==> src/common/ume_pkg.sv <==
// Constants, types and carriers shared by the mass-storage event dispatcher.
// Assumes one 10 MHz clock and a synchronous active-high reset.
package ume_pkg;

    // ************************************************************
    // Register map, byte addresses on the Avalon-MM slave
    // ************************************************************
    localparam logic [4:0] ADDR_CTRL = 5'h00;
    localparam logic [4:0] ADDR_STATUS = 5'h04;
    localparam logic [4:0] ADDR_REQ_LO = 5'h08;
    localparam logic [4:0] ADDR_REQ_HI = 5'h0C;
    localparam logic [4:0] ADDR_CBW_TAG = 5'h10;
    localparam logic [4:0] ADDR_CBW_XLEN = 5'h14;
    localparam logic [4:0] ADDR_CBW_INFO = 5'h18;
    localparam int CTRL_RST_BUSY_BIT = 0;

    // ************************************************************
    // Flag codes and reset values
    // ************************************************************
    localparam logic [7:0] PWR_SUSPEND = 8'h00;
    localparam logic [7:0] PWR_RESUME = 8'h01;
    localparam logic [7:0] CBW_END = 8'h00;
    localparam logic [7:0] CBW_PROCESS = 8'h01;
    localparam logic [7:0] PWR_RESET = PWR_RESUME;
    localparam logic [7:0] CBW_BUSY_RESET = CBW_END;

    // ************************************************************
    // Packet layout
    // ************************************************************
    localparam int LEN_W = 7;
    localparam logic [LEN_W-1:0] CBW_BYTES = 7'h1F;
    localparam logic [4:0] CBW_LAST = 5'h1E;
    localparam logic [4:0] SETUP_LAST = 5'h07;
    localparam int CBW_TAG_POS = 4;
    localparam int CBW_XLEN_POS = 8;
    localparam int CBW_FLAGS_POS = 12;
    localparam int CBW_LUN_POS = 13;
    localparam int CBW_CBLEN_POS = 14;
    localparam int CBW_DIR_BIT = 7;
    localparam logic [1:0] REQ_STANDARD = 2'h0;
    localparam logic [1:0] REQ_CLASS = 2'h1;
    localparam logic [1:0] REQ_VENDOR = 2'h2;

    typedef enum logic [3:0] {
        ST_IDLE, ST_SUSP, ST_BRST, ST_AUTO, ST_SWREQ, ST_SETUP_RD, ST_REQ,
        ST_BULK, ST_CBW_RD, ST_CBW_ACC, ST_CBW_MARK, ST_CBW_CHK, ST_CMD_WAIT, ST_CSW_WAIT
    } ume_state_type;

    typedef enum logic [1:0] {
        CMD_ERROR, CMD_NO_DATA, CMD_DATA_IN, CMD_DATA_OUT
    } ume_cmd_type;

    // Event and status levels from the USB function controller
    typedef struct packed {
        logic main_usb_irq;
        logic resume_irq;
        logic suspend_resume_change;
        logic suspended_state_bit;
        logic bus_reset_event;
        logic auto_request_event;
        logic set_config_done;
        logic configured_status;
        logic sw_request_event;
        logic bulk_out_data_event;
    } ume_evt_type;

    // One-cycle source clear pulses toward the controller
    typedef struct packed {
        logic suspend_change_clear;
        logic bus_reset_clear;
        logic auto_request_clear;
        logic request_clear_bit;
        logic bulk_out_clear;
        logic clear_all;
    } ume_clr_type;

endpackage

==> src/logic/ume_dispatcher.sv <==
// Event dispatcher and command-wrapper sorter behind a USB function controller.
// Assumes controller inputs are synchronous to ref_clk_i and FIFO head bytes
// are valid whenever fifo_rd_o pops them.
//
// Operation
// RQ1: Interrupt pass services control endpoint 0 and the bulk-OUT endpoint.
// RQ2: On suspend/resume change, pulse its clear, then judge suspend or resume.
// RQ3: Suspended and flag already suspend: end; else set suspend, clear all, end.
// RQ4: On bus reset, clear it, set bus reset seen, flush bulk FIFOs.
// RQ5: On auto request, clear it; config done by hardware clears bus reset seen.
// RQ6: Configured status is readable as the exact configured check.
// RQ7: On software request, clear it, read eight setup bytes, process request.
// RQ8: Classify request as standard, class or vendor and hand it on.
// RQ9: On bulk-OUT data, clear it and start wrapper reception.
// RQ10: Resume interrupt sets the power state flag to resume code.
// RQ11: Storage reset busy makes an arriving wrapper an error and stops.
// RQ12: Only a 31-byte count is read as a wrapper; others end reception.
// RQ13: Wrapper while busy flushes endpoint 1 FIFO and clears busy.
// RQ14: Then busy is set and the wrapper goes to command analysis.
// RQ15: Zero command-block length is a wrapper error.
// RQ16: Zero transfer length is a no-data command followed by status.
// RQ17: Direction bit 7 picks write or read path; status follows both.
// RQ18: Suspend code in the main flag disables interrupts and halts.
// RQ19: Resume interrupt leaves halt, sets resume code, enables interrupts.
// RQ20: Sources are checked in fixed order; a taken suspend stops the pass.

`timescale 1ns/1ps

module ume_dispatcher
(
    input wire logic ref_clk_i,                          // System clock, 10 MHz
    input wire logic sys_rst_i,                          // Synchronous reset, active high
    input wire logic [4:0] avs_address_i,                // Avalon byte address
    input wire logic avs_read_i,                         // Avalon read request
    input wire logic avs_write_i,                        // Avalon write request
    input wire logic [31:0] avs_writedata_i,             // Avalon write data
    output logic [31:0] avs_readdata_o,                  // Avalon read data
    output logic avs_waitrequest_o,                      // Avalon wait request
    input wire ume_pkg::ume_evt_type evt_i,              // Controller events and status
    input wire logic [ume_pkg::LEN_W-1:0] bulk_out_length_i, // Bytes waiting in bulk-OUT FIFO
    input wire logic [7:0] fifo_data_i,                  // Head byte of selected FIFO
    output logic fifo_rd_o,                              // Pop one byte
    output logic fifo_sel_o,                             // 0 control FIFO, 1 bulk-OUT FIFO
    output ume_pkg::ume_clr_type clr_o,                  // Source clear pulses
    output logic flush_bulk_o,                           // Flush bulk endpoint FIFOs
    output logic flush_ep1_o,                            // Flush endpoint 1 FIFO
    output logic req_valid_o,                            // Setup request ready, one cycle
    output logic [1:0] req_type_o,                       // Request class of req_valid_o
    output logic req_stall_o,                            // Reserved request type, stall
    output logic [63:0] req_data_o,                      // Setup packet, byte 0 in low bits
    output logic cmd_start_o,                            // Command start, one cycle
    output ume_pkg::ume_cmd_type cmd_kind_o,             // Kind of started command
    input wire logic cmd_done_i,                         // Command handler finished
    output logic csw_start_o,                            // Send status wrapper, one cycle
    input wire logic csw_done_i,                         // Status wrapper sent
    output logic halted_o,                               // Processor halted in suspend
    output logic irq_en_o                                // Interrupts enabled
);

    // ************************************************************
    // State
    // ************************************************************
    typedef struct packed {
        ume_pkg::ume_state_type st;
        logic ack;
        logic [31:0] rdata;
        logic [7:0] power_state_flag;
        logic bus_reset_seen_flag;
        logic [7:0] cbw_busy_flag;
        logic storage_reset_busy;
        logic halted;
        logic irq_en;
        logic [4:0] cnt;
        logic [7:0][7:0] setup;
        logic [30:0][7:0] cbw;
        ume_pkg::ume_clr_type clr;
        logic flush_bulk;
        logic flush_ep1;
        logic req_valid;
        logic [1:0] req_type;
        logic req_stall;
        logic cmd_start;
        ume_pkg::ume_cmd_type cmd_kind;
        logic csw_start;
    } ume_state_reg_type;

    ume_state_reg_type s_r;
    ume_state_reg_type s_nxt;

    function automatic logic [31:0] le_word(input logic [30:0][7:0] b, input int pos);
        le_word = {b[pos+3], b[pos+2], b[pos+1], b[pos]};
    endfunction

    logic [7:0] cb_len;
    logic [31:0] xfer_len;
    assign cb_len = s_r.cbw[ume_pkg::CBW_CBLEN_POS];
    assign xfer_len = le_word(s_r.cbw, ume_pkg::CBW_XLEN_POS);

    // ************************************************************
    // Next state
    // ************************************************************
    always_comb
    begin
        s_nxt = s_r;
        s_nxt.clr = '0;
        s_nxt.flush_bulk = 1'b0;
        s_nxt.flush_ep1 = 1'b0;
        s_nxt.req_valid = 1'b0;
        s_nxt.req_stall = 1'b0;
        s_nxt.cmd_start = 1'b0;
        s_nxt.csw_start = 1'b0;

        // Bus slave: one wait cycle, then the answer
        s_nxt.ack = (avs_read_i | avs_write_i) & ~s_r.ack;
        if (avs_read_i && !s_r.ack)
        begin
            if (avs_address_i == ume_pkg::ADDR_CTRL)
                s_nxt.rdata = {31'h0000_0000, s_r.storage_reset_busy};
            else if (avs_address_i == ume_pkg::ADDR_STATUS)
                s_nxt.rdata = {12'h000, s_r.irq_en, s_r.halted, evt_i.configured_status, // see RQ6
                               s_r.bus_reset_seen_flag, s_r.cbw_busy_flag, s_r.power_state_flag};
            else if (avs_address_i == ume_pkg::ADDR_REQ_LO)
                s_nxt.rdata = s_r.setup[3:0];
            else if (avs_address_i == ume_pkg::ADDR_REQ_HI)
                s_nxt.rdata = s_r.setup[7:4];
            else if (avs_address_i == ume_pkg::ADDR_CBW_TAG)
                s_nxt.rdata = le_word(s_r.cbw, ume_pkg::CBW_TAG_POS);
            else if (avs_address_i == ume_pkg::ADDR_CBW_XLEN)
                s_nxt.rdata = xfer_len;
            else if (avs_address_i == ume_pkg::ADDR_CBW_INFO)
                s_nxt.rdata = {8'h00, s_r.cbw[ume_pkg::CBW_FLAGS_POS], s_r.cbw[ume_pkg::CBW_LUN_POS], cb_len};
            else
                s_nxt.rdata = 32'h0000_0000;
        end
        if (avs_write_i && s_r.ack && avs_address_i == ume_pkg::ADDR_CTRL)
            s_nxt.storage_reset_busy = avs_writedata_i[ume_pkg::CTRL_RST_BUSY_BIT];

        case (s_r.st)
            ume_pkg::ST_IDLE:
            begin
                if (evt_i.resume_irq)
                begin
                    s_nxt.power_state_flag = ume_pkg::PWR_RESUME; // see RQ10
                    if (s_r.halted)
                    begin
                        s_nxt.halted = 1'b0; // see RQ19
                        s_nxt.irq_en = 1'b1; // see RQ19
                    end
                end
                else if (!s_r.halted && s_r.irq_en && s_r.power_state_flag == ume_pkg::PWR_SUSPEND)
                begin
                    s_nxt.irq_en = 1'b0; // see RQ18
                    s_nxt.halted = 1'b1; // see RQ18
                end
                else if (!s_r.halted && s_r.irq_en && evt_i.main_usb_irq)
                    s_nxt.st = ume_pkg::ST_SUSP; // see RQ1
            end
            ume_pkg::ST_SUSP:
            begin
                s_nxt.st = ume_pkg::ST_BRST; // see RQ20
                if (evt_i.suspend_resume_change)
                begin
                    s_nxt.clr.suspend_change_clear = 1'b1; // see RQ2
                    if (evt_i.suspended_state_bit)
                    begin
                        s_nxt.st = ume_pkg::ST_IDLE; // see RQ3
                        if (s_r.power_state_flag != ume_pkg::PWR_SUSPEND)
                        begin
                            s_nxt.power_state_flag = ume_pkg::PWR_SUSPEND; // see RQ3
                            s_nxt.clr.clear_all = 1'b1; // see RQ3
                        end
                    end
                end
            end
            ume_pkg::ST_BRST:
            begin
                s_nxt.st = ume_pkg::ST_AUTO;
                if (evt_i.bus_reset_event)
                begin
                    s_nxt.clr.bus_reset_clear = 1'b1; // see RQ4
                    s_nxt.bus_reset_seen_flag = 1'b1; // see RQ4
                    s_nxt.flush_bulk = 1'b1; // see RQ4
                end
            end
            ume_pkg::ST_AUTO:
            begin
                s_nxt.st = ume_pkg::ST_SWREQ;
                if (evt_i.auto_request_event)
                begin
                    s_nxt.clr.auto_request_clear = 1'b1; // see RQ5
                    if (evt_i.set_config_done)
                        s_nxt.bus_reset_seen_flag = 1'b0; // see RQ5
                end
            end
            ume_pkg::ST_SWREQ:
            begin
                s_nxt.st = ume_pkg::ST_BULK;
                s_nxt.cnt = 5'h00;
                if (evt_i.sw_request_event)
                begin
                    s_nxt.clr.request_clear_bit = 1'b1; // see RQ7
                    s_nxt.st = ume_pkg::ST_SETUP_RD; // see RQ7
                end
            end
            ume_pkg::ST_SETUP_RD:
            begin
                s_nxt.setup[s_r.cnt[2:0]] = fifo_data_i; // see RQ7
                s_nxt.cnt = s_r.cnt + 5'h01;
                if (s_r.cnt == ume_pkg::SETUP_LAST)
                    s_nxt.st = ume_pkg::ST_REQ;
            end
            ume_pkg::ST_REQ:
            begin
                s_nxt.req_type = s_r.setup[0][6:5]; // see RQ8
                if (s_r.setup[0][6:5] == 2'h3)
                    s_nxt.req_stall = 1'b1; // see RQ8
                else
                    s_nxt.req_valid = 1'b1; // see RQ8
                s_nxt.st = ume_pkg::ST_BULK;
            end
            ume_pkg::ST_BULK:
            begin
                s_nxt.st = ume_pkg::ST_IDLE;
                s_nxt.cnt = 5'h00;
                if (evt_i.bulk_out_data_event)
                begin
                    s_nxt.clr.bulk_out_clear = 1'b1; // see RQ9
                    if (s_r.storage_reset_busy)
                    begin
                        s_nxt.cmd_kind = ume_pkg::CMD_ERROR; // see RQ11
                        s_nxt.cmd_start = 1'b1; // see RQ11
                    end
                    else if (bulk_out_length_i == ume_pkg::CBW_BYTES)
                        s_nxt.st = ume_pkg::ST_CBW_RD; // see RQ12
                end
            end
            ume_pkg::ST_CBW_RD:
            begin
                s_nxt.cbw[s_r.cnt] = fifo_data_i;
                s_nxt.cnt = s_r.cnt + 5'h01;
                if (s_r.cnt == ume_pkg::CBW_LAST)
                    s_nxt.st = ume_pkg::ST_CBW_ACC;
            end
            ume_pkg::ST_CBW_ACC:
            begin
                if (s_r.cbw_busy_flag == ume_pkg::CBW_PROCESS)
                begin
                    s_nxt.flush_ep1 = 1'b1; // see RQ13
                    s_nxt.cbw_busy_flag = ume_pkg::CBW_END; // see RQ13
                end
                s_nxt.st = ume_pkg::ST_CBW_MARK;
            end
            ume_pkg::ST_CBW_MARK:
            begin
                s_nxt.cbw_busy_flag = ume_pkg::CBW_PROCESS; // see RQ14
                s_nxt.st = ume_pkg::ST_CBW_CHK;
            end
            ume_pkg::ST_CBW_CHK:
            begin
                s_nxt.cmd_start = 1'b1;
                s_nxt.st = ume_pkg::ST_CMD_WAIT;
                if (cb_len == 8'h00)
                begin
                    s_nxt.cmd_kind = ume_pkg::CMD_ERROR; // see RQ15
                    s_nxt.st = ume_pkg::ST_IDLE; // see RQ15
                end
                else if (xfer_len == 32'h0000_0000)
                    s_nxt.cmd_kind = ume_pkg::CMD_NO_DATA; // see RQ16
                else if (s_r.cbw[ume_pkg::CBW_FLAGS_POS][ume_pkg::CBW_DIR_BIT])
                    s_nxt.cmd_kind = ume_pkg::CMD_DATA_IN; // see RQ17
                else
                    s_nxt.cmd_kind = ume_pkg::CMD_DATA_OUT; // see RQ17
            end
            ume_pkg::ST_CMD_WAIT:
            begin
                if (cmd_done_i)
                begin
                    s_nxt.csw_start = 1'b1; // see RQ16
                    s_nxt.st = ume_pkg::ST_CSW_WAIT;
                end
            end
            ume_pkg::ST_CSW_WAIT:
            begin
                if (csw_done_i)
                begin
                    s_nxt.cbw_busy_flag = ume_pkg::CBW_END;
                    s_nxt.st = ume_pkg::ST_IDLE;
                end
            end
            default:
                s_nxt.st = ume_pkg::ST_IDLE;
        endcase
    end

    always_ff @(posedge ref_clk_i)
    begin
        if (sys_rst_i)
        begin
            s_r <= '0;
            s_r.st <= ume_pkg::ST_IDLE;
            s_r.power_state_flag <= ume_pkg::PWR_RESET;
            s_r.cbw_busy_flag <= ume_pkg::CBW_BUSY_RESET;
            s_r.irq_en <= 1'b1;
            s_r.cmd_kind <= ume_pkg::CMD_ERROR;
        end
        else
            s_r <= s_nxt;
    end

    // ************************************************************
    // Outputs
    // ************************************************************
    assign avs_readdata_o = s_r.rdata;
    assign avs_waitrequest_o = (avs_read_i | avs_write_i) & ~s_r.ack;
    assign fifo_rd_o = (s_r.st == ume_pkg::ST_SETUP_RD) || (s_r.st == ume_pkg::ST_CBW_RD);
    assign fifo_sel_o = (s_r.st == ume_pkg::ST_CBW_RD);
    assign clr_o = s_r.clr;
    assign flush_bulk_o = s_r.flush_bulk;
    assign flush_ep1_o = s_r.flush_ep1;
    assign req_valid_o = s_r.req_valid;
    assign req_type_o = s_r.req_type;
    assign req_stall_o = s_r.req_stall;
    assign req_data_o = s_r.setup;
    assign cmd_start_o = s_r.cmd_start;
    assign cmd_kind_o = s_r.cmd_kind;
    assign csw_start_o = s_r.csw_start;
    assign halted_o = s_r.halted;
    assign irq_en_o = s_r.irq_en;
endmodule
==> config.mk <==
export PLATFORM = sky130hd
export DESIGN_NAME = ume_dispatcher
export DESIGN_NICKNAME = d
export VERILOG_FILES = /design/src/common/ume_pkg.sv /design/src/logic/ume_dispatcher.sv
export SDC_FILE = /design/constraint.sdc
export NUM_CORES = 1
export LEC_CHECK = 0
export BUFFER_PORTS_ARGS = -buffer_cell sky130_fd_sc_hd__buf_2
export CAP_MARGIN = 30
export CORE_MARGIN = 2
export CORE_UTILIZATION = 45
export DETAILED_ROUTE_END_ITERATION = 8
export GPL_ROUTABILITY_DRIVEN = 1
export MAX_ROUTING_LAYER = met4
export PLACE_DENSITY = 0.69
export RECOVER_POWER = 25
export SLEW_MARGIN = 15
export SYNTH_ARGS = -nofsm -noshare
export SYNTH_HDL_FRONTEND = slang
export SYNTH_SLANG_ARGS = --single-unit
==> constraint.sdc <==
create_clock -name ref_clk_i -period 1.8 [get_ports ref_clk_i]
set_input_delay 0.09 -clock ref_clk_i [delete_from_list [all_inputs] [get_ports ref_clk_i]]
set_output_delay 0.09 -clock ref_clk_i [all_outputs]
set_load 0.02 [all_outputs]
# Yosys cells after proc, flatten, opt, wreduce, memory -nomap -nowiden
# Index checks and enable logic that the tools add are counted.
dict set report classes {
  addsub 1
  n_lt_le_gt_ge 4
  n_eq_ne 42
  mux 60
  n_bitwise 13
  reduce_logical 41
}
# cell n
set ops {}
lappend ops {{bitwise mux 248 bit} 1}
lappend ops {{two-way mux 32 bit} 6}
lappend ops {{bitwise mux 64 bit} 1}
lappend ops {{two-way mux 8 bit} 8}
lappend ops {{case mux 4 bit (14 select lines)} 1}
lappend ops {{two-way mux 4 bit} 11}
lappend ops {{demux 8 bit (select 5 bit)} 1}
lappend ops {{zero test 32 bit} 1}
lappend ops {{inequality test 2 bit (second input constant)} 16}
lappend ops {{demux 8 bit (select 3 bit)} 1}
lappend ops {{equality test 4 bit (second input constant)} 6}
lappend ops {{two-way mux 24 bit} 1}
lappend ops {{case mux 8 bit (3 select lines)} 1}
lappend ops {{equality test 5 bit (second input constant)} 4}
lappend ops {{OR reduction 2 bit} 10}
lappend ops {{equality test 4 x 3 -> 1 bit (second input constant)} 4}
lappend ops {{zero test 8 bit} 2}
lappend ops {{case mux 8 bit (2 select lines)} 1}
lappend ops {{two-way mux 1 bit} 15}
lappend ops {{two-way mux 2 bit} 7}
lappend ops {{NOT 1 bit} 11}
lappend ops {{equality test 5 x 3 -> 1 bit (second input constant)} 2}
lappend ops {{equality test 5 x 4 -> 1 bit (second input constant)} 2}
lappend ops {{case mux 5 bit (2 select lines)} 1}
lappend ops {{other kinds (30)} 47}
dict set report totals {
  register_bits 389
  input_bits 68
  out_inout_bits 117
  wordCells 223
}

# Logic depth before layout (Yosys ltp)
# Gate-level depths: netlist of run 1.
dict set report logic_depth {
  word_depth 8
  depth_mapped 8
  mapped_depth_nobuf 6
}

# Worst setup path after synthesis of run 1
# No wires, ideal clock.
dict set report synth_path {
  path_kind {flip-flop to flip-flop}
  start {reg s_r[328] (netlist name)}
  end {reg s_r (netlist bit cb_len[0])}
  setup_ns 0.128
  arrival_ns 1.671
  t_required_ns 1.672
  slack_ns 0.001
  stages_incl_launch_ff 9
  period_less_slack_ns 1.799
  path_cell_list {dfxtp_1 > buf_2 > inv_1 > ha_1 > nor2b_1 > and4_1 > buf_2 > mux2i_1 > nor2_1}
}
dict set report synth_via {
  elab_chain_cells 5
  elab_cells_between_ends 6
  cone_classes {order compare: 2; mux: 3; reduce/logical: 1}
}
# item line
set synth_lines {}
lappend synth_lines {{from (decl)} ume_dispatcher.sv:87} ;# ume_state_reg_type s_r;
lappend synth_lines {{from (signal assigned)} ume_dispatcher.sv:307} ;# s_r <= s_nxt;
lappend synth_lines {{< comparator 5 x 6 -> 1 bit (not written as such) or greater-or-equal comparator 5 x 1 -> 1 bit (tied branches)} ume_dispatcher.sv:239} ;# s_nxt.cbw[s_r.cnt] = fifo_data_i;
lappend synth_lines {{logical AND 1 bit (not written as such)} ume_dispatcher.sv:239}
lappend synth_lines {{two-way mux 8 bit (not written as such)} ume_dispatcher.sv:239}
lappend synth_lines {{demux 8 bit (select 5 bit) (*)} ume_dispatcher.sv:239}
lappend synth_lines {{bitwise mux 248 bit (*)} ume_dispatcher.sv:239}
# Every way passes the cells marked *; elsewhere a longest branch is shown, timed or not.
# A chain may end at the register's enable or synchronous reset.

# Final worst setup path of run 1
dict set report layout_path {
  start {reg s_r[388] (netlist name)}
  end {out fifo_rd_o}
}
dict set report layout_via {
  elab_chain_cells 2
  elab_cells_between_ends 3
  cone_classes {eq/ne: 2; reduce/logical: 1}
}
# item line
set layout_lines {}
lappend layout_lines {{equality test 4 x 3 -> 1 bit or equality test 4 bit (tied branches)} ume_dispatcher.sv:315} ;# assign fifo_rd_o = (s_r.st == ume_pkg::ST_SETUP_RD) || (s_r.st == ume_pkg::ST_CBW_RD);
lappend layout_lines {{logical OR 1 bit (*)} ume_dispatcher.sv:315}
lappend layout_lines {{to (decl)} ume_dispatcher.sv:42} ;# output logic fifo_rd_o,
# Marks and branches as above.

==> Implementation_results.wiki, run 1 <==
{| class="wikitable"
! Metric !! Value
|-
| Result of the run || complete, no violations
|-
| Leading cell types by count after synthesis || dfxtp_1, mux2i_1, nor2_1
|-
| Worst slew margin || 0.583
|-
| Maximum number of pins on one net before global-route repair || 109
|-
| Portion of the post-synthesis area used by sequential elements || 0.403
|-
| Depth of the worst hold-timing path || 4
|-
| Post-synthesis adder-cell area fraction || 0.00469
|-
| R2r worst-path depth || 6
|-
| Area fraction of the dominant cell type after synthesis || 0.403
|-
| Dominant register cell in the synthesized netlist || dfxtp_1
|-
| Number of global-route vias before repair || 8225
|-
| Proportion of synthesized flip-flops having asynchronous set or reset || 0
|-
| Number of primary I/O pins || 185
|-
| Multiplexer fraction of the synthesized cell area || 0.167
|-
| Net count after synthesis || 1243
|-
| Input/output buffers || 153
|-
| Overall Global Routing Usage || 0.241
|-
| Number of endpoints failing setup at the final stage || 0
|-
| Average detailed-routed wire length per instance || 19.2 µm
|-
| Share of layout cells above drive strength 1 || 0.238
|-
| Final critical-path setup slack || 0.0446 ns
|-
| Combinational family with the most area after synthesis || simple AND/OR/NAND/NOR gates
|-
| Post-DR vias/cell || 5.53
|-
| Initial cell density of the core || 0.456
|-
| Cell area after layout || 0.0123 mm²
|-
| Total count of max-transition violations in the final report || 0
|-
| Maximum clock frequency || 0.570 GHz
|-
| Number of unique standard cell types used by synthesis || 66
|-
| Biggest area consumer among synthesized cells || dfxtp_1
|-
| Final weighted congestion in routability-driven placement || 0.860
|-
| Fraction of the cycle the final worst path needs || 0.975
|-
| Starting DRT DRC Count || 844
|-
| Worst-skew pair later-pin latency || 0.51 ns
|-
| Area overhead of the layout relative to synthesis || 15.6%
|-
| Post-placement cell count || 1516
|-
| Placeable core region || 0.0234 mm²
|-
| Avg Synthesized Cell Area || 9.12 µm²
|-
| Number of hold-slack violations in the final timing report || 0
|-
| Xor/xnor share of the synthesized area || 0
|-
| Worst supply voltage drop on vdd || 0.665 mV
|-
| Setup Skew || 0.0152 ns
|-
| Max-capacitance violation count || 0
|-
| Start-to-end type of the worst setup path || reg2out
|-
| Shortest clock period the worst path allows after layout || 1.76 ns
|-
| Cell Count, Final, Fillers Out || 1570
|-
| Sort of element at the start of the critical path || flip-flop
|-
| Kind of capture point of the worst setup path || output port
|-
| Worst-margin pin slew || 0.626 ns
|-
| Via total after detailed routing || 8686
|-
| Final net count || 1308
|-
| Remaining global-route overflow || 0
|-
| H-tree lvl count || 1
|-
| Number of search-and-repair iterations in the first detailed-routing pass || 6
|-
| Minimum setup slack after placement || -0.0540 ns
|-
| Top-count cell post-synth || dfxtp_1
|-
| Total of flip-flops plus latches after synthesis || 215
|-
| Pwr dens || 839 mW/mm²
|-
| Maximum buffer depth of the clock tree || 3
|-
| Cell types occupying the most area after synthesis || dfxtp_1, mux2i_1, buf_4, nor2_1, clkbuf_1
|-
| Share of synthesized cell area in and, or, nand and nor gates || 0.203
|-
| Cell area after technology mapping || 0.0107 mm²
|-
| CTS root buf || clkbuf_16
|-
| EDFF count, synth || 0
|-
| Compound-Gate Fraction of Synth Area || 0.100
|-
| Count of synthesis-stage warnings from yosys || 0
|-
| Floorplan row count || 56
|-
| Number of sinks handled by clock tree synthesis || 215
|-
| CTS tree || done
|-
| Die footprint || 0.0250 mm²
|-
| Post-Route WL || 30.1 mm
|-
| X dimension of the die || 158 µm
|-
| ANT nets after route || 0
|-
| Number of clock buffers inserted by TritonCTS || 23
|-
| HPWL after detailed placement || 20.5 mm
|-
| Diodes inserted || 0
|-
| Worst Path Required || 1.71 ns
|-
| Arrival time worst endpoint || 1.67 ns
|-
| Min-delay worst type || in2reg
|-
| Chip height || 158 µm
|-
| Antenna violations before repair || 0
|-
| Wire length of the first global-routing pass || 46.0 mm
|-
| Clock transition at the register clock pins on the worst setup and hold paths after CTS || 0.06 ns
|-
| Post-Route Setup TNS || 0 ns
|-
| Static power due to leakage || 0.00554 µW
|-
| DRC violations left || 0
|-
| Post-DP Area || 0.0114 mm²
|-
| Crit Path Max Fanout || 9
|-
| Number of standard cells after synthesis || 1171
|}
[routing by layer]
| layer | vias up | wire (µm) | track usage |
|---|---|---|---|
| met1 | 4163 | 13400 | 0.317 |
| met2 | 304 | 14100 | 0.389 |
| met5 | - | 0 | - |
| met3 | 51 | 1840 | 0.0309 |
| met4 | 0 | 754 | 0.0738 |
| li1 | 4168 | - | - |
[per-stage QoR]
stage | total power [µW] | hold WS (ns) | util
after detailed placement | 5870 | 0.331 | 0.487
after global routing | 10700 | 0.0211 | 0.527
after CTS | 10300 | 0.00654 | 0.524
after global placement | 5860 | 0.322 | 0.487
after floorplan | 5540 | 0.187 | -
final | 10300 | 0.0203 | 0.527
[placed cells by master (no fill, tap or decap), drive strengths merged, types with 17 or more instances in the layout]
cell type / count
clkbuf: 52
buf: 213
nor3: 41
nand4: 22
a21oi: 33
nand2: 46
nand2b: 24
a32oi: 22
a211o: 17
nand3: 31
mux2i: 172
nor2: 171
dfxtp: 215
[kinds of logic after synthesis]
group	count (synthesis)
muxes	177
and+or+nand+nor	410
buffers and inverters	220
DFF	215
AOI/OAI and AO/OA	145
adders and majority gates	4
[power breakdown]
group | switching, µW | internal, µW | total, µW | leakage (µW)
logic | 608 | 348 | 956 | 0.00345
clock network | 1920 | 2590 | 4510 | 0.000356
registers | 80.2 | 4800 | 4880 | 0.00174
total | 2610 | 7740 | 10300 | 0.00554
[worst paths after layout]
path / startpoint / to / slack (ns)
min reg2reg: cmd_kind_o[1] / cmd_kind_o[1] / 0.47
max: s_r[388] / fifo_rd_o / 0.04
min: bulk_out_length_i[6] / s_r[389] / 0.02
max reg2reg: s_r[386] / req_data_o[35] / 0.09
[worst max-delay path: stages, from the launching register on]
cell	delay, ns
dfxtp_2	0.39
or3b_4	0.45
a21oi_4	0.17
buf_4	0.16
[state kept, by name, summed over array words and instances (netlist names)]
| register | count |
|---|---|
| csw_start_o | 1 |
| clr_o | 5 |
| flush_ep1_o | 1 |
| req_type_o | 2 |
| cmd_start_o | 1 |
| halted_o | 1 |
| avs_readdata_o | 32 |
| req_data_o | 64 |
| cmd_kind_o | 2 |
| s_r | 94 |
| flush_bulk_o | 1 |
| irq_en_o | 1 |
| req_valid_o | 1 |
| cb_len | 8 |
| req_stall_o | 1 |
[what timing repair did]
action                                  CTS  global route
resized for setup                         6            20
endpoints found under the setup margin   23           149
pin swaps                                 1             0
buffers inserted                          1             0
gates cloned                              0             0
hold endpoints to repair                 14             0
hold buffers                             13             0
[area by class of cell]
type	instances	area, µm²
timing repair buffer	245	1680
tap	319	399
inverter	15	56.3
fill	2138	11100
clock buffer	33	673
clock inverter	7	41.3
multi-input combinational	736	5170
sequential	215	4310
Note: power is estimated with default switching activity, not from simulation.
==> inputs of run 2 (changes only) <==
Settings changed: ABC_AREA from default to 1, REMOVE_ABC_BUFFERS from default to 1.
==> run 2 against run 1 <==
- final area is 7.0% lower
- largest power group is now the clock network
- power is 0.79% higher
- non-clock buffer count is 19 lower
- wire length is 5.3% lower
- sequential share of layout area is 2.6 points higher
- synthesized cell count is 14% higher
- maximum frequency is 3.9% higher
- register-to-register slack better by 0.04 ns
- worst setup slack better by 0.066 ns
==> Implementation_results.wiki, run 2 <==
{| class="wikitable"
! Metric !! Value
|-
| Count of filler cells inserted in the layout || 2128
|-
| Post-DR vias/cell || 5.34
|-
| Number of global-route vias before repair || 8249
|-
| Overall Global Routing Usage || 0.238
|-
| Initial cell density of the core || 0.461
|-
| Remaining global-route overflow || 0
|-
| Number of sinks handled by clock tree synthesis || 215
|-
| DRC violations left || 0
|-
| Fraction of the cycle the final worst path needs || 0.938
|-
| Depth of the worst hold-timing path || 6
|-
| ANT nets after route || 0
|-
| Total of flip-flops plus latches after synthesis || 215
|-
| Sort of element at the start of the critical path || flip-flop
|-
| Reg-to-reg setup timing slack || 0.13 ns
|-
| Reg power frac || 0.458
|-
| Static power due to leakage || 0.00488 µW
|-
| Starting DRT DRC Count || 787
|-
| Number of endpoints failing setup at the final stage || 0
|-
| Post-synthesis adder-cell area fraction || 0.00496
|-
| Minimum setup slack after placement || 0.117 ns
|-
| Share of synthesized cell area in and, or, nand and nor gates || 0.205
|-
| Worst slew margin || 0.583
|-
| Worst-skew pair later-pin latency || 0.52 ns
|-
| Number of primary I/O pins || 185
|-
| Cell area after technology mapping || 0.0101 mm²
|-
| Die footprint || 0.0236 mm²
|-
| Dominant register cell in the synthesized netlist || dfxtp_1
|-
| CTS root buf || clkbuf_16
|-
| Share of layout cells above drive strength 1 || 0.153
|-
| Post-placement cell count || 1627
|-
| Cell types occupying the most area after synthesis || dfxtp_1, a21oi_1, buf_4, nand2_1, o21ai_0
|-
| HPWL after detailed placement || 19.2 mm
|-
| Diodes inserted || 0
|-
| Cell area after layout || 0.0115 mm²
|-
| Count of synthesis-stage warnings from yosys || 0
|-
| Antenna violations before repair || 0
|-
| Top-count cell post-synth || nand2_1
|-
| Avg Synthesized Cell Area || 7.58 µm²
|-
| Internal Dissipation || 8090 µW
|-
| Number of unique standard cell types used by synthesis || 40
|-
| Max-capacitance violation count || 0
|-
| Sw Share || 0.225
|-
| Worst-margin pin slew || 0.625 ns
|-
| Chip height || 154 µm
|-
| Maximum clock frequency || 0.592 GHz
|-
| Clock transition at the register clock pins on the worst setup and hold paths after CTS || 0.05 ns
|-
| Floorplan row count || 54
|-
| Leading cell types by count after synthesis || nand2_1, dfxtp_1, a21oi_1
|-
| Most frequent cells in the layout || nand2_1, dfxtp_1, a21oi_1
|-
| Xor/xnor share of the synthesized area || 0.00174
|-
| Proportion of power drawn by the clock network || 0.487
|-
| Final net count || 1471
|-
| Maximum number of pins on one net before global-route repair || 74
|-
| Placeable core region || 0.0219 mm²
|-
| Area fraction of the dominant cell type after synthesis || 0.427
|-
| Start-to-end type of the worst setup path || reg2out
|-
| Area overhead of the layout relative to synthesis || 13.7%
|-
| Via total after detailed routing || 9060
|-
| Biggest area consumer among synthesized cells || dfxtp_1
|-
| Arrival time worst endpoint || 1.60 ns
|-
| Worst Path Required || 1.71 ns
|-
| Cell Count, Final, Fillers Out || 1696
|-
| Proportion of synthesized flip-flops having asynchronous set or reset || 0
|-
| Final weighted congestion in routability-driven placement || 0.931
|-
| Post-Route WL || 28.5 mm
|-
| Shortest clock period the worst path allows after layout || 1.69 ns
|-
| Pwr dens || 909 mW/mm²
|-
| Worst supply voltage drop on vdd || 0.675 mV
|-
| Unrepaired setup endpoints after global routing || false
|-
| Portion of the post-synthesis area used by sequential elements || 0.427
|-
| H-tree lvl count || 1
|-
| Combinational family with the most area after synthesis || compound AO/OA/AOI/OAI gates
|-
| Compound-Gate Fraction of Synth Area || 0.207
|-
| Final critical-path setup slack || 0.111 ns
|-
| Total count of max-transition violations in the final report || 0
|-
| Setup Skew || 0.00736 ns
|-
| Number of search-and-repair iterations in the first detailed-routing pass || 5
|-
| Number of hold-slack violations in the final timing report || 0
|-
| Input/output buffers || 153
|-
| Leading cell type in the layout, fill and taps excluded || nand2_1
|-
| Wire length of the first global-routing pass || 44.7 mm
|-
| EDFF count, synth || 0
|-
| Average detailed-routed wire length per instance || 16.8 µm
|-
| Maximum buffer depth of the clock tree || 3
|-
| Post-DP Area || 0.0105 mm²
|-
| Number of standard cells after synthesis || 1330
|-
| Crit Path Max Fanout || 9
|-
| Min-delay worst type || in2reg
|-
| R2r worst-path depth || 8
|-
| Result of the run || complete, no violations
|-
| CTS tree || done
|-
| X dimension of the die || 154 µm
|-
| Portion of total power attributed to combinational logic || 0.054
|-
| Kind of capture point of the worst setup path || output port
|-
| Power dissipated by switching net loads || 2340 µW
|-
| Worst hold-check slack || 0.0452 ns
|-
| Register ranked first by flip-flop count || s_r
|-
| Multiplexer fraction of the synthesized cell area || 0
|-
| Flip-flop count of the largest register after layout || 94
|-
| Number of clock buffers inserted by TritonCTS || 23
|}
run 2: cell count changes after synthesis, sizes merged, moves of 24 or more:
cell	change
o21ai	+180
nor3	-29
mux2i	-172
inv	+55
nand2	+178
nor2	-46
nand2b	-24
a21oi	+170
run 2: stage by stage:
step,utilization,setup TNS [ns],power (µW)
finish,0.524,0,10400
floorplan,-,-104.20,5130
global route,0.524,0,10800
detailed placement,0.478,0,5400
CTS,0.527,0,10500
global placement,0.478,0,5400
run 2: final cells by class:
class | count | area [µm²] | area share
Sequential cell | 215 | 4310 | 0.376
Multi-Input combinational cell | 853 | 4250 | 0.370
Inverter | 80 | 310 | 0.0271
Clock inverter | 10 | 156 | 0.0136
Clock buffer | 32 | 659 | 0.0575
Timing Repair Buffer | 226 | 1440 | 0.125
Tap cell | 280 | 350 | 0.0306
run 2: critical path: stages, from the launching register on:
cell     delay (ns)
dfxtp_1        0.33
inv_1          0.10
nand2_2        0.11
nor2_8         0.17
inv_8          0.08
nand2_2        0.12
buf_2          0.18
run 2: path summary, 6_finish.rpt:
check                       startpoint                 to
setup / recovery              s_r[387]          fifo_rd_o
hold / removal    bulk_out_length_i[5]           s_r[389]
setup reg to reg              s_r[387]     req_data_o[60]
hold reg to reg      avs_readdata_o[4]  avs_readdata_o[4]
run 2: power by group through the flow:
stage	combinational, µW	clock (µW)	sequential [µW]
after floorplan	233	0	4890
after global placement	516	0	4880
after detailed placement	519	0	4880
after CTS	562	5140	4780
after global routing	609	5360	4780
final	566	5080	4780
run 2: kinds of logic (layout without fill, tap and decap cells):
family	Yosys count	count (layout)
AOI/OAI and AO/OA	409	409
buffers and inverters	262	348
DFF	215	215
xor gates and xnor gates	2	2
and+or+nand+nor	438	438
adders and majority gates	4	4
run 2: routing by layer:
layer | global-route usage | vias up | wire, µm
met5 | - | - | 0
met4 | 0.0865 | 0 | 897
met3 | 0.0397 | 66 | 1980
met2 | 0.369 | 316 | 13200
met1 | 0.315 | 4202 | 12400
li1 | - | 4476 | -
run 2: what timing repair did:
item                       4_1_cts  5_1_grt
pin swaps                        2        1
resized for setup                4        3
buffers inserted                 2        1
hold buffers                    24        0
hold endpoints to repair        35        0
cloned                           0        0
setup endpoints to repair        1        7
